===== config.mk =====
export PLATFORM = sky130hd
export DESIGN_NAME = mmd_memory_map
export DESIGN_NICKNAME = d
export VERILOG_FILES = /design/src/shared/mmd_pkg.sv /design/src/design/mmd_decode.sv /design/src/design/mmd_memory_map.sv
export SDC_FILE = /design/constraint.sdc
export NUM_CORES = 1
export LEC_CHECK = 0
export ABC_AREA = 1
export BUFFER_PORTS_ARGS = -buffer_cell sky130_fd_sc_hd__buf_4
export CAP_MARGIN = 20
export CORE_MARGIN = 2
export CORE_UTILIZATION = 42
export CTS_BUF_LIST = sky130_fd_sc_hd__clkbuf_2 sky130_fd_sc_hd__clkbuf_4 sky130_fd_sc_hd__clkbuf_8
export DETAILED_ROUTE_END_ITERATION = 6
export MAX_ROUTING_LAYER = met4
export PLACE_DENSITY = 0.86
export RECOVER_POWER = 25
export SYNTH_ARGS = -nofsm -noshare
export SYNTH_HDL_FRONTEND = slang
export SYNTH_SLANG_ARGS = --single-unit

===== constraint.sdc =====
create_clock -name mclk_i -period 1.3 [get_ports mclk_i]
set_input_delay 0.26 -clock mclk_i [delete_from_list [all_inputs] [get_ports mclk_i]]
set_output_delay 0.26 -clock mclk_i [all_outputs]
set_load 0.005 [all_outputs]

===== src/shared/mmd_pkg.sv =====
/*
  Shared constants and types for the memory-map decoder and its
  software-visible configuration register.
  Assumes a 16-bit processor address space and a 32-bit Avalon-MM register port.
*/
package mmd_pkg;

  // ****************************************************************
  // Register map (core I/O address, then byte addresses on the Avalon port)
  // ****************************************************************
  localparam logic [15:0] PMS_IO_ADDR      = 16'hFFE4;
  localparam logic [3:0]  REG_PMS_OFS      = 4'h0;
  localparam logic [3:0]  REG_WAIT_OFS     = 4'h4;
  localparam logic [3:0]  REG_STAT_OFS     = 4'h8;

  // ****************************************************************
  // Field positions of the program memory status register
  // ****************************************************************
  localparam int          FAST_READ_BIT    = 15;
  localparam int          BLOCK_CFG_BIT    = 2;
  localparam int          SRAM_DATA_BIT    = 3;
  localparam int          SRAM_PROG_BIT    = 4;
  localparam int          MODE_BIT         = 0;

  // ****************************************************************
  // Reset values
  // ****************************************************************
  localparam logic        FAST_READ_RST    = 1'b0;
  localparam logic        BLOCK_CFG_RST    = 1'b0;
  localparam logic        SRAM_EN_RST      = 1'b1;
  localparam logic [2:0]  WAIT_STATES_MAX  = 3'h7;

  // ****************************************************************
  // Address windows
  // ****************************************************************
  localparam logic [15:0] FLASH_END        = 16'h7FFF;
  localparam logic [15:0] SRAM_PROG_BASE   = 16'h8000;
  localparam logic [15:0] SRAM_PROG_END    = 16'h8FFF;
  localparam logic [15:0] B0_PROG_BASE     = 16'hFE00;
  localparam logic [15:0] B0_DATA_LO       = 16'h0100;
  localparam logic [15:0] B0_DATA_HI       = 16'h02FF;
  localparam logic [15:0] B1_DATA_LO       = 16'h0300;
  localparam logic [15:0] B1_DATA_HI       = 16'h04FF;
  localparam logic [15:0] B2_DATA_LO       = 16'h0060;
  localparam logic [15:0] B2_DATA_HI       = 16'h007F;
  localparam logic [15:0] SRAM_DATA_BASE   = 16'h0800;
  localparam logic [15:0] SRAM_DATA_END    = 16'h17FF;
  localparam logic [15:0] IO_RSV_BASE      = 16'hFF00;
  localparam logic [15:0] IO_PERIPH_BASE   = 16'hFF10;

  typedef enum logic [1:0] {
    MMD_SP_PROG,
    MMD_SP_DATA,
    MMD_SP_IO
  } mmd_space_type;

  typedef enum logic [3:0] {
    MMD_T_NONE,
    MMD_T_FLASH0,
    MMD_T_FLASH1,
    MMD_T_B0,
    MMD_T_B1,
    MMD_T_B2,
    MMD_T_SRAM,
    MMD_T_EXT,
    MMD_T_PERIPH,
    MMD_T_RSV
  } mmd_target_type;

endpackage : mmd_pkg

===== src/design/mmd_decode.sv =====
/*
  Combinational address decoder: steers one processor access to its target.
  Assumes the configuration bits are stable flops from the register block.
*/
`timescale 1ns/10ps
module mmd_decode (
  input  wire mmd_pkg::mmd_space_type  space_i,
  input  wire logic [15:0]             addr_i,
  input  wire logic                    micro_mode_i,
  input  wire logic                    block_cfg_i,
  input  wire logic                    sram_prog_en_i,
  input  wire logic                    sram_data_en_i,
  output      mmd_pkg::mmd_target_type target_o,
  output      logic [14:0]             local_addr_o
);
  import mmd_pkg::*;

  function automatic logic in_range(input logic [15:0] a, lo, hi);
    in_range = (a >= lo) && (a <= hi);
  endfunction : in_range

  always_comb begin
    target_o     = MMD_T_EXT;
    local_addr_o = addr_i[14:0];
    case (space_i)
      MMD_SP_PROG: begin
        if (addr_i <= FLASH_END) begin
          if (!micro_mode_i) begin
            target_o = addr_i[14] ? MMD_T_FLASH1 : MMD_T_FLASH0;
          end
        end else if (in_range(addr_i, SRAM_PROG_BASE, SRAM_PROG_END)) begin
          if (sram_prog_en_i) begin
            target_o = MMD_T_SRAM;
          end
          local_addr_o = {3'h0, addr_i[11:0]};
        end else if (addr_i >= B0_PROG_BASE) begin
          if (block_cfg_i) begin
            target_o = MMD_T_B0;
          end
          local_addr_o = {7'h00, addr_i[7:0]};
        end
      end
      MMD_SP_DATA: begin
        if (in_range(addr_i, B2_DATA_LO, B2_DATA_HI)) begin
          target_o     = MMD_T_B2;
          local_addr_o = {10'h000, addr_i[4:0]};
        end else if (in_range(addr_i, B0_DATA_LO, B0_DATA_HI)) begin
          target_o     = block_cfg_i ? MMD_T_RSV : MMD_T_B0;
          local_addr_o = {7'h00, addr_i[7:0]};
        end else if (in_range(addr_i, B1_DATA_LO, B1_DATA_HI)) begin
          target_o     = MMD_T_B1;
          local_addr_o = {7'h00, addr_i[7:0]};
        end else if (addr_i < SRAM_DATA_BASE) begin
          target_o = MMD_T_RSV;
        end else if (addr_i <= SRAM_DATA_END) begin
          if (sram_data_en_i) begin
            target_o = MMD_T_SRAM;
          end
          local_addr_o = 15'(addr_i - SRAM_DATA_BASE);
        end
      end
      MMD_SP_IO: begin
        if (addr_i >= IO_PERIPH_BASE) begin
          target_o = MMD_T_PERIPH;
        end else if (addr_i >= IO_RSV_BASE) begin
          target_o = MMD_T_RSV;
        end
      end
      default: target_o = MMD_T_NONE;
    endcase
  end

endmodule : mmd_decode


===== src/design/mmd_memory_map.sv =====
/*
  Memory map decode and read strobe select for a 16-bit signal processor.
  Holds the program memory status register, a wait-state register and a
  registered decode result. Assumes the core presents one access at a time
  and the mode pin arrives asynchronously from a board pin.
*/
// Implementation choice: the Avalon-MM slave port.
// Functional notes
// - Two 16K flash halves form 32K program array
// - Flash reads insert no wait states
// - Config 1: FE00 and FF00 alias block zero
// - Config 0: data 0100 and 0200 alias block zero
// - Data 0300 and 0400 always alias block one
// - Status bit 15 picks read/write as strobe
// - Normal read strobe selected after reset
// - Maximum external wait states after reset
// - Mode pin latched to bit 0; 1 external
// - Two enables map 4K RAM, reset both 1
`timescale 1ns/10ps
module mmd_memory_map (
  input  wire  logic                    mclk_i,
  input  wire  logic                    rst_i,
  input  wire  logic                    ce_i,
  input  wire  logic                    mode_pin_i,
  input  wire  logic [3:0]              avs_address_i,
  input  wire  logic                    avs_read_i,
  input  wire  logic                    avs_write_i,
  input  wire  logic [31:0]             avs_writedata_i,
  input  wire  logic [3:0]              avs_byteenable_i,
  output       logic [31:0]             avs_readdata_o,
  output       logic                    avs_waitrequest_o,
  input  wire  logic                    cpu_req_i,
  input  wire  mmd_pkg::mmd_space_type  cpu_space_i,
  input  wire  logic [15:0]             cpu_addr_i,
  input  wire  logic                    cpu_wr_i,
  input  wire  logic [15:0]             cpu_wdata_i,
  input  wire  logic                    rd_strobe_n_i,
  input  wire  logic                    rw_signal_i,
  output       mmd_pkg::mmd_target_type target_o,
  output       logic [14:0]             local_addr_o,
  output       logic [2:0]              wait_states_o,
  output       logic                    ext_oe_n_o,
  output       logic [15:0]             program_memory_status_o
);
  import mmd_pkg::*;

  // ****************************************************************
  // Mode pin synchroniser
  // ****************************************************************
  logic mode_meta;
  logic mode_sync;
  logic mode_captured;

  always_ff @(posedge mclk_i) begin
    if (ce_i) begin
      mode_meta <= mode_pin_i;
      mode_sync <= mode_meta;
    end
  end

  // ****************************************************************
  // Configuration state
  // ****************************************************************
  logic        fast_read_select;
  logic        block_zero_space_config;
  logic        sram_in_program_enable;
  logic        sram_in_data_enable;
  logic        processor_or_microcomputer_mode;
  logic [2:0]  ext_wait_states;
  logic        bus_pms_wr;
  logic        bus_wait_wr;
  logic        core_pms_wr;
  logic [15:0] pms_value;

  // A write lands only in its answer cycle, when waitrequest is low
  function automatic logic bus_wr_hit(input logic       wr,
                                      input logic       busy,
                                      input logic [3:0] adr,
                                      input logic [3:0] ofs);
    bus_wr_hit = wr && !busy && (adr == ofs);
  endfunction : bus_wr_hit

  assign bus_pms_wr  = bus_wr_hit(avs_write_i, avs_waitrequest_o, avs_address_i, REG_PMS_OFS);
  assign bus_wait_wr = bus_wr_hit(avs_write_i, avs_waitrequest_o, avs_address_i, REG_WAIT_OFS)
                       && avs_byteenable_i[0];
  assign core_pms_wr = cpu_req_i && cpu_wr_i && cpu_space_i == MMD_SP_IO
                       && cpu_addr_i == PMS_IO_ADDR;

  function automatic logic [15:0] pms_word(input logic f, c, d, p, m);
    pms_word = 16'h0000;
    pms_word[FAST_READ_BIT] = f;
    pms_word[BLOCK_CFG_BIT] = c;
    pms_word[SRAM_DATA_BIT] = d;
    pms_word[SRAM_PROG_BIT] = p;
    pms_word[MODE_BIT]      = m;
  endfunction : pms_word

  assign pms_value = pms_word(fast_read_select, block_zero_space_config,
                              sram_in_data_enable, sram_in_program_enable,
                              processor_or_microcomputer_mode);

  // ****************************************************************
  // Mode bit capture
  // ****************************************************************
  // Mode bit is captured from the pin once, after reset release;
  // the pin must settle two edges before release or the guess is stale
  always_ff @(posedge mclk_i) begin
    if (rst_i) begin
      processor_or_microcomputer_mode <= 1'b1;
      mode_captured                   <= 1'b0;
    end else if (ce_i) begin
      if (!mode_captured) begin
        processor_or_microcomputer_mode <= mode_sync;
        mode_captured                   <= 1'b1;
      end else if (core_pms_wr) begin
        processor_or_microcomputer_mode <= cpu_wdata_i[MODE_BIT];
      end else if (bus_pms_wr && avs_byteenable_i[0]) begin
        processor_or_microcomputer_mode <= avs_writedata_i[MODE_BIT];
      end
    end
  end

  // ****************************************************************
  // Status control bits
  // ****************************************************************
  // Core write takes priority when both ports write in one cycle
  // Bits with no field here read zero and drop writes
  always_ff @(posedge mclk_i) begin
    if (rst_i) begin
      fast_read_select        <= FAST_READ_RST;
      block_zero_space_config <= BLOCK_CFG_RST;
      sram_in_program_enable  <= SRAM_EN_RST;
      sram_in_data_enable     <= SRAM_EN_RST;
    end else if (ce_i) begin
      if (core_pms_wr) begin
        fast_read_select        <= cpu_wdata_i[FAST_READ_BIT];
        block_zero_space_config <= cpu_wdata_i[BLOCK_CFG_BIT];
        sram_in_program_enable  <= cpu_wdata_i[SRAM_PROG_BIT];
        sram_in_data_enable     <= cpu_wdata_i[SRAM_DATA_BIT];
      end else if (bus_pms_wr) begin
        if (avs_byteenable_i[1]) begin
          fast_read_select <= avs_writedata_i[FAST_READ_BIT];
        end
        if (avs_byteenable_i[0]) begin
          block_zero_space_config <= avs_writedata_i[BLOCK_CFG_BIT];
          sram_in_program_enable  <= avs_writedata_i[SRAM_PROG_BIT];
          sram_in_data_enable     <= avs_writedata_i[SRAM_DATA_BIT];
        end
      end
    end
  end

  // ****************************************************************
  // External wait-state register
  // ****************************************************************
  // Starts at the slowest setting so any external part answers in time
  always_ff @(posedge mclk_i) begin
    if (rst_i) begin
      ext_wait_states <= WAIT_STATES_MAX;
    end else if (ce_i && bus_wait_wr) begin
      ext_wait_states <= avs_writedata_i[2:0];
    end
  end

  // ****************************************************************
  // Register read mux
  // ****************************************************************
  logic [31:0] next_readdata;

  // Unmapped offsets read zero; the status word fills the low half only
  always_comb begin
    case (avs_address_i)
      REG_PMS_OFS:  next_readdata = {16'h0000, pms_value};
      REG_WAIT_OFS: next_readdata = {29'h0, ext_wait_states};
      REG_STAT_OFS: next_readdata = {28'h0, target_o};
      default:      next_readdata = 32'h0000_0000;
    endcase
  end

  // ****************************************************************
  // Avalon slave: one wait cycle, then answer
  // ****************************************************************
  always_ff @(posedge mclk_i) begin
    if (rst_i) begin
      avs_waitrequest_o <= 1'b1;
      avs_readdata_o    <= 32'h0000_0000;
    end else if (ce_i) begin
      avs_waitrequest_o <= !((avs_read_i || avs_write_i) && avs_waitrequest_o);
      // Data is caught in the wait cycle so it stands when waitrequest drops
      if (avs_read_i && avs_waitrequest_o) begin
        avs_readdata_o <= next_readdata;
      end
    end
  end

  // ****************************************************************
  // Registered decode and strobes
  // ****************************************************************
  mmd_target_type dec_target;
  logic [14:0]    dec_local;

  mmd_decode u_decode (
    .space_i        (cpu_space_i),
    .addr_i         (cpu_addr_i),
    .micro_mode_i   (processor_or_microcomputer_mode),
    .block_cfg_i    (block_zero_space_config),
    .sram_prog_en_i (sram_in_program_enable),
    .sram_data_en_i (sram_in_data_enable),
    .target_o       (dec_target),
    .local_addr_o   (dec_local)
  );

  always_ff @(posedge mclk_i) begin
    if (rst_i) begin
      target_o                <= MMD_T_NONE;
      local_addr_o            <= 15'h0000;
      wait_states_o           <= WAIT_STATES_MAX;
      ext_oe_n_o              <= 1'b1;
      program_memory_status_o <= 16'h0000;
    end else if (ce_i) begin
      target_o                <= cpu_req_i ? dec_target : MMD_T_NONE;
      local_addr_o            <= dec_local;
      program_memory_status_o <= pms_value;
      // Only external accesses stretch; flash and RAM run at full speed
      wait_states_o <= (cpu_req_i && dec_target == MMD_T_EXT)
                       ? ext_wait_states : 3'h0;
      // Read/write line is faster but asserts low only for writes
      ext_oe_n_o <= fast_read_select ? rw_signal_i : rd_strobe_n_i;
    end
  end

endmodule : mmd_memory_map


==> impl_metrics.tcl, run 1 <==
set metrics [dict create \
    place_inst 610 \
    critPathKind "flop to flop" \
    ys_async_sr_fraction_pct 0 \
    synth_xor_area_share_pct 0 \
    cts.root.buffer_cell "clkbuf_8" \
    syn_area_per_cell_sq_um 6.65 \
    drt_iter0_drc 137 \
    status "complete, no violations" \
    synth-seq-cells 46 \
    rrSetupSlack_ns 0.08 \
    peakVddDrop_uv 623 \
    fin_crit_sh_pct 93.6 \
    worst_r2r_endpoint "fast_read_select" \
    area_growth_pct 35.6 \
    cp.arrival_ns 1.40 \
    grt_max_degree 29 \
    setup_viol 0 \
    holdPathStages 3 \
    maxCapViolCount 0 \
    num_io_pins 156 \
    period_needed_ns 1.22 \
    ant_nets 0 \
    drive_gt1_share_pct 30.9 \
    start_util_pct 43.6 \
    synthSimpleGateAreaFrac_pct 32.1 \
    cp.buffers_inverters 1 \
    cp_cell_sequence "nor2_1 -> buf_4 -> nand4_1 -> nand2_1 -> nand3_1 -> nand2_1 -> a21oi_2" \
    place_congestion 0.861 \
    die_h_microns 85.4 \
    finalMaxSlewViolations 0 \
    finalHoldViolations 0 \
    post_dp_cell_area_sq_um 3660 \
    synth_top_family_by_area "simple AND/OR/NAND/NOR gates" \
    fmax_mhz 822 \
    post-route-drc-count 0 \
    reg2reg_depth 7 \
    min_from "avs_writedata_i[1]" \
    vias 2971 \
    finalInstanceArea_sq_um 3780 \
    crit_fanout 4 \
    cpMostUsedCell "nand2_1" \
    clock_sinks 46 \
    cts_tree "built" \
    synth_area_sq_um 2790 \
    dieArea_sq_um 7300 \
    wl_mm 7.69 \
    synth_compound_area_share_pct 14.5 \
    wl_per_cell_microns 12.4 \
    die_w_microns 85.4 \
    power.density_nw_per_um2 878 \
    cpLargestDelayFamily "simple AND/OR/NAND/NOR gates" \
    whs_endpoint "ext_wait_states[1]" \
    start_kind "flop" \
    synth_edf_count 2 \
    finish.utilization_pct 59.1 \
    grt_pass1_wl_mm 12.6 \
    rows 29 \
    synth-seq-area-share_pct 33.8 \
    place.port_buffers 79 \
    layout_commonest_cell "buf_4" \
    layoutNonFillerInstCount 618 \
    clock_latency_ns 0.29 \
    antenna_found_initial 0 \
    final_net_count 626 \
    grt_util_all_layers_pct 21.7 \
    cts-hold-fix-buffers 0 \
    p_leak_uw 0.00196 \
    clk_pin_slew_ns 0.09 \
    dr.pass1.iters 4 \
    skew_ns 0.00642 \
    htreeDepth 2 \
    final_cell_mix "122 x buf_4, 97 x nand2_1, 45 x nor2_1" \
    clock_path_buffers 2 \
    postCtsSetupBuffers 0 \
    cts_buffers 5 \
    yosysUniqueCellTypes 33 \
    synth_flop_cell "dfxtp_1" \
    min_path_type "input pin to flop" \
    synth_mux_area_share_pct 0 \
    grt_pass1_vias 2910 \
    yosysWarnings 0 \
    r2r_start "avs_waitrequest_o" \
    dpl.hpwl_mm 6.05 \
    antenna_cells 0 \
    syn_inst 419 \
    synthAdderAreaFrac_pct 0.898 \
    overflow 0 \
    worstPathRequired_ns 1.48 \
    vias_per_cell 4.81 \
    slowest_delay_ns 0.34 \
    cp-end-kind "flop" \
    critPathSlowestCell "dfxtp_1" \
    core_sq_um 6390 \
]
-- Yosys cell counts (3+ instances only) --
library cell	n	share of area (%)
nand3_2	3	1.1
inv_2	3	0.40
o21ai_0	32	5.8
buf_4	37	10
nor2_1	47	6.3
nand4_1	12	2.7
dfxtp_1	44	32
nand2_2	5	1.1
nand2_1	98	13
nor2_2	3	0.67
buf_2	4	0.72
inv_1	40	5.4
a21oi_2	3	0.94
a21oi_1	33	5.9
nand3_1	25	4.5
clkbuf_1	8	1.1
-- flip-flops by register name (all words and copies together), names as in the netlist --
signal	flops
program_memory_status_o	5
wait_states_o	3
avs_waitrequest_o	1
fast_read_select	1
local_addr_o	15
ext_wait_states	3
ext_oe_n_o	1
block_zero_space_config	1
avs_readdata_o	6
mode_meta	1
mode_captured	1
target_o	4
processor_or_microcomputer_mode	1
sram_in_data_enable	1
sram_in_program_enable	1
mode_sync	1
-- final cells by class --
type,count,area [sq um]
tap,77,96.3
multi-input combinational,312,1470
sequential,46,946
timing repair buffer,129,972
fill,611,2610
clock inverter,1,30.0
inverter,46,175
clock buffer,7,83.8
-- timing repair --
item / in CTS / in global routing
pin swaps: 0 / 1
gates cloned: 0 / 0
gates resized for setup: 1 / 7
setup endpoints to repair: 3 / 8
-- tightest hold or removal path: cells and delay by family --
| kind | cells | cell delay [ns] |
|---|---|---|
| simple gates | 2 | 0.09 |
| buf+inv | 1 | 0.08 |
-- power by group --
group	internal (uW)	switching, uW	total [uW]
clock network	618	467	1080
logic	339	351	690
registers	1500	47.2	1540
total	2450	865	3320
-- cells by family after synthesis --
| family | count (synthesis) |
|---|---|
| other | 1 |
| buffers and inverters | 97 |
| AO/OA/AOI/OAI | 74 |
| flip-flops | 46 |
| AND/OR/NAND/NOR | 199 |
| adder cells (fa/ha/maj) | 2 |
-- how the worst max path moves through the flow --
stage	startpoint	to	slack (ns)	cells after the start
3_3_place_gp	cpu_addr_i[11]	local_addr_o[13]	-0.20	10
5_1_grt	avs_waitrequest_o	processor_or_microcomputer_mode	-0.008	8
3_5_place_dp	cpu_addr_i[14]	sram_in_program_enable	-0.19	9
2_1_floorplan	cpu_addr_i[14]	sram_in_program_enable	0.01	9
6_report	avs_waitrequest_o	fast_read_select	0.08	7
4_1_cts	processor_or_microcomputer_mode	wait_states_o[0]	0.03	10
-- per-stage QoR --
step	hold slack (ns)	setup TNS [ns]	worst slack [ns]	power, uW
6_report	0.167	0	0.0836	3320
5_1_grt	0.156	-0.00845	-0.00845	3480
4_1_cts	0.142	0	0.0284	3320
3_5_place_dp	0.425	-2.97	-0.194	2260
3_3_place_gp	0.405	-2.51	-0.198	2240
2_1_floorplan	0.359	0	0.0139	1950
-- layer usage --
| layer | track usage (%) | vias up | wire, microns |
|---|---|---|---|
| li1 | - | 1511 | - |
| met1 | 26.0 | 1330 | 3300 |
| met2 | 36.2 | 116 | 3690 |
| met3 | 4.18 | 14 | 545 |
| met4 | 8.08 | 0 | 150 |
| met5 | - | - | 0 |
No activity file was read; power rests on OpenSTA's default activity.
==> run 2, diff against run 1 <==
--- a/config.mk
+++ b/config.mk
@@ -11,10 +11,12 @@
 export CORE_MARGIN = 2
 export CORE_UTILIZATION = 42
 export CTS_BUF_LIST = sky130_fd_sc_hd__clkbuf_2 sky130_fd_sc_hd__clkbuf_4 sky130_fd_sc_hd__clkbuf_8
+export CTS_CLUSTER_SIZE = 30
 export DETAILED_ROUTE_END_ITERATION = 6
 export MAX_ROUTING_LAYER = met4
 export PLACE_DENSITY = 0.86
 export RECOVER_POWER = 25
+export SETUP_SLACK_MARGIN = 0.1
 export SYNTH_ARGS = -nofsm -noshare
 export SYNTH_HDL_FRONTEND = slang
 export SYNTH_SLANG_ARGS = --single-unit
==> run 2 against run 1 <==
First-iteration DRC count rose by 13%. Cell count fell by 0.32%. Global-route usage fell by 0.74 points. Critical path type unchanged. Clock skew rose by 0.0022 ns. Flip-flop and latch count did not move. Combinational power rose by 6.1%. Power rose by 3.0%. Highest routed layer unchanged. Non-clock buffer count fell by 2.
==> impl_metrics.tcl, run 2 (synthesis gave the netlist of run 1 again) <==
set metrics [dict create \
    status "complete, no violations" \
    cts_buffers 5 \
    cp-end-kind "flop" \
    ant_nets 0 \
    drive_gt1_share_pct 34.9 \
    clock_path_buffers 2 \
    slowest_delay_ns 0.37 \
    grt_pass1_wl_mm 12.0 \
    worstPathRequired_ns 1.49 \
    cp.arrival_ns 1.45 \
    post-route-drc-count 0 \
    wl_per_cell_microns 12.6 \
    place_congestion 0.908 \
    finalInstanceArea_sq_um 3910 \
    rows 29 \
    hold_ws_ns 0.151 \
    die_h_microns 85.4 \
    fmax_mhz 794 \
    place.port_buffers 79 \
    top_regs "local_addr_o x15, avs_readdata_o x6, program_memory_status_o x5" \
    wl_mm 7.74 \
    die_w_microns 85.4 \
    final_net_count 624 \
    p_sw_share_pct 27.0 \
    cts.root.buffer_cell "clkbuf_8" \
    post_dp_cell_area_sq_um 3660 \
    cts_tree "built" \
    core_sq_um 6390 \
    final_cell_mix "123 x buf_4, 91 x nand2_1, 42 x dfxtp_1" \
    dr.pass1.iters 5 \
    min_path_type "input pin to flop" \
    largest_reg_flops 15 \
    pwr-share-seq_pct 45.1 \
    crit_fanout 3 \
    cp.buffers_inverters 3 \
    dieArea_sq_um 7300 \
    power.density_nw_per_um2 875 \
    clock_latency_ns 0.31 \
    overflow 0 \
    clock_sinks 46 \
    power_switching_uw 923 \
    skew_ns 0.00865 \
    setup_viol 0 \
    layout_commonest_cell "buf_4" \
    area_growth_pct 40.3 \
    start_kind "flop" \
    maxCapViolCount 0 \
    num_io_pins 156 \
    cpMostUsedCell "inv_1" \
    antenna_cells 0 \
    largest-register "local_addr_o" \
    cts-hold-fix-buffers 0 \
    grt_util_all_layers_pct 21.0 \
    antenna_found_initial 0 \
    finish.utilization_pct 61.2 \
    rsz0062_at_grt "true" \
    pwr-share-clk_pct 33.5 \
    drt_iter0_drc 155 \
    dpl.hpwl_mm 5.96 \
    htreeDepth 2 \
    fin_crit_sh_pct 96.8 \
    pwr-share-comb_pct 21.4 \
    finalMaxSlewViolations 0 \
    vias_per_cell 4.89 \
    cp_cell_sequence "nor2_4 -> buf_4 -> a21oi_2 -> inv_1 -> nand2_2 -> a21oi_4 -> inv_1 -> nand2_1 -> a21oi_1" \
    vias 3010 \
    p_leak_uw 0.00197 \
    grt_max_degree 29 \
    period_needed_ns 1.26 \
    start_util_pct 43.6 \
    critPathSlowestCell "dfxtp_4" \
    power.internal_uw 2490 \
    clk_pin_slew_ns 0.09 \
    peakVddDrop_uv 496 \
    critPathKind "flop to flop" \
    grt_pass1_vias 2675 \
    finalHoldViolations 0 \
    cpLargestDelayFamily "flip-flops" \
]
run 2: power groups by stage:
stage	combinational [uW]	clock [uW]	sequential, uW
final	732	1150	1540
after detailed placement	681	0	1570
after global routing	809	1200	1550
after CTS	695	1160	1540
after floorplan	387	0	1570
after global placement	666	0	1570
run 2: through the flow:
stage	TNS (ns)	cells	total power, uW	setup slack, ns
5_1_grt	-0.186	616	3560	-0.0470
3_5_place_dp	-2.86	605	2250	-0.192
6_report	0	616	3420	0.0411
2_1_floorplan	0	455	1960	0.0357
3_3_place_gp	-2.00	605	2240	-0.161
4_1_cts	0	614	3390	0.103
run 2: per-layer routing:
layer  routed length, microns  up-vias  global-route usage, %
li1                         -     1512                      -
met1                     3340     1378                   26.5
met2                     3790      108                   34.4
met3                      504       12                   3.60
met4                      101        0                   6.35
met5                        0        -                      -
run 2: final cells by class:
type	instances	area (sq um)
clock inverter	1	30.0
tap	77	96.3
fill	572	2480
timing repair buffer	127	960
inverter	46	179
sequential	46	946
clock buffer	7	90.1
multi-input combinational	312	1610
run 2: worst paths after layout:
check | start | to | slack, ns | cells after the start
worst max-delay path | processor_or_microcomputer_mode | target_o[1] | 0.04 | 9
worst min-delay path | mode_pin_i | mode_meta | 0.15 | 1
worst max register to register | processor_or_microcomputer_mode | target_o[1] | 0.04 | 9
worst min register to register | mode_meta | mode_sync | 0.43 | 0
run 2: timing repair:
action	CTS	global route
pin swaps	4	12
resized for setup	7	26
endpoints found under the setup margin	5	15
setup buffers	1	2
==> run 3, diff against run 2 <==
--- a/config.mk
+++ b/config.mk
@@ -14,7 +14,7 @@
 export CTS_CLUSTER_SIZE = 30
 export DETAILED_ROUTE_END_ITERATION = 6
 export MAX_ROUTING_LAYER = met4
-export PLACE_DENSITY = 0.86
+export PLACE_DENSITY = 0.85
 export RECOVER_POWER = 25
 export SETUP_SLACK_MARGIN = 0.1
 export SYNTH_ARGS = -nofsm -noshare
==> run 3 against run 2 <==
Non-clock buffer count grew 3. Core utilization shrank 0.45 points. Via count is essentially flat. Power shrank 7.8%. Clock power shrank 24%. Combinational power is essentially flat. Critical path depth shrank 1. Highest routed layer unchanged.
==> impl_metrics.tcl, run 3 (synthesis gave the netlist of run 1 again) <==
set metrics [dict create \
    top_regs "local_addr_o x15, avs_readdata_o x6, program_memory_status_o x5" \
    layout_commonest_cell "buf_4" \
    vias_per_cell 4.87 \
    skew_ns 0.0103 \
    dpl.hpwl_mm 6.15 \
    pwr-share-clk_pct 27.8 \
    clk_pin_slew_ns 0.09 \
    rsz0062_at_grt "true" \
    p_leak_uw 0.00198 \
    place_inst 608 \
    area_growth_pct 39.2 \
    power_switching_uw 878 \
    antenna_cells 0 \
    clock_latency_ns 0.30 \
    cts.root.buffer_cell "clkbuf_8" \
    start_util_pct 43.6 \
    htreeDepth 2 \
    rows 29 \
    pwr-share-comb_pct 23.2 \
    min_from "mode_pin_i" \
    die_w_microns 85.4 \
    start_kind "flop" \
    grt_pass1_wl_mm 12.6 \
    period_needed_ns 1.22 \
    dr.pass1.iters 4 \
    dieArea_sq_um 7300 \
    tns_ns 0 \
    power.internal_uw 2270 \
    pwr-share-seq_pct 48.9 \
    place.port_buffers 79 \
    final_cell_mix "123 x buf_4, 92 x nand2_1, 43 x dfxtp_1" \
    crit_fanout 4 \
    cp.arrival_ns 1.45 \
    setup_viol 0 \
    cts_buffers 5 \
    cts_tree "built" \
    clock_path_buffers 2 \
    finish.utilization_pct 60.7 \
    wl_per_cell_microns 12.4 \
    num_io_pins 156 \
    fmax_mhz 821 \
    p_sw_share_pct 27.9 \
    final_net_count 627 \
    vias 3013 \
    largest_reg_flops 15 \
    worstPathRequired_ns 1.53 \
    largest-register "local_addr_o" \
    layoutNonFillerInstCount 619 \
    grt_pass1_vias 2865 \
    startpoint "processor_or_microcomputer_mode" \
    wl_mm 7.65 \
    status "complete, no violations" \
    clock_sinks 46 \
    min_path_type "input pin to flop" \
    post-route-drc-count 0 \
    die_h_microns 85.4 \
    place_congestion 0.897 \
    fin_crit_sh_pct 93.7 \
    antenna_found_initial 0 \
    overflow 0 \
    cp-end-kind "flop" \
    drive_gt1_share_pct 34.7 \
    r2r_start "processor_or_microcomputer_mode" \
    grt_util_all_layers_pct 21.7 \
    ant_nets 0 \
    fillers 611 \
    grt_max_degree 28 \
    finalHoldViolations 0 \
    critPathKind "flop to flop" \
    drt_iter0_drc 113 \
    core_sq_um 6390 \
    peakVddDrop_uv 736 \
    maxCapViolCount 0 \
    finalMaxSlewViolations 0 \
    power.density_nw_per_um2 812 \
]
==> run 3: cell types whose count changed in the layout (fill, tap and decap cells not counted), sizes merged <==
cell      delta
clkinv       -1
inv          +1
bufinv       -1
clkbuf       +3
clkinvlp     +1
==> run 3: worst max-delay path, stage by stage, from the launching register on <==
cell	delay [ns]
dfxtp_4	0.39
nor2_4	0.04
buf_4	0.12
buf_4	0.12
nor2_2	0.10
nand2_2	0.07
nand3_4	0.12
nand2_2	0.07
a21oi_2	0.12
==> run 3: layout make-up <==
cell class	count	area, sq um	share of cell area [%]
Tap cell	77	96.3	2.48
Sequential cell	46	945	24.4
Clock inverter	1	7.51	0.194
Multi-Input combinational cell	312	1590	40.9
Inverter	46	180	4.65
Timing Repair Buffer	130	978	25.2
Clock buffer	7	83.8	2.16
==> run 3: final timing paths <==
path	end	slack, ns	depth (start not counted)
max reg2reg	target_o[2]	0.08	8
min	mode_meta	0.17	1
min reg2reg	mode_sync	0.44	0
max	target_o[2]	0.08	8
==> run 3: repair_timing <==
| action | in CTS | in global routing |
|---|---|---|
| setup buffers | 2 | 1 |
| hold buffers | 0 | 0 |
| setup endpoints to repair | 5 | 22 |
| pin swaps | 0 | 9 |
| resized for setup | 5 | 24 |
==> run 3: metrics by stage <==
stage	hold WS (ns)	setup slack, ns	total power, uW	area (sq um)
after global routing	0.160	0.00252	3300	3880
after global placement	0.404	-0.148	2240	3680
final	0.170	0.0815	3150	3880
after CTS	0.141	0.0951	3140	3800
after floorplan	0.359	0.0357	1960	2980
after detailed placement	0.425	-0.164	2260	3680
==> run 3: routing by layer <==
layer  global-route usage [%]  vias to the layer above  part of all wire [%]
li1                         -                     1517                     -
met1                     26.2                     1375                    42
met2                     37.7                      107                    49
met3                     3.79                       14                   7.3
met4                     4.62                        0                   1.4
met5                        -                        -                     0
==> run 3: power by group through the flow <==
stage	clock, uW	combinational, uW	sequential, uW
2_1_floorplan	0	387	1570
4_1_cts	890	706	1540
5_1_grt	931	814	1550
3_3_place_gp	0	674	1570
6_report	876	732	1540
3_5_place_dp	0	691	1570
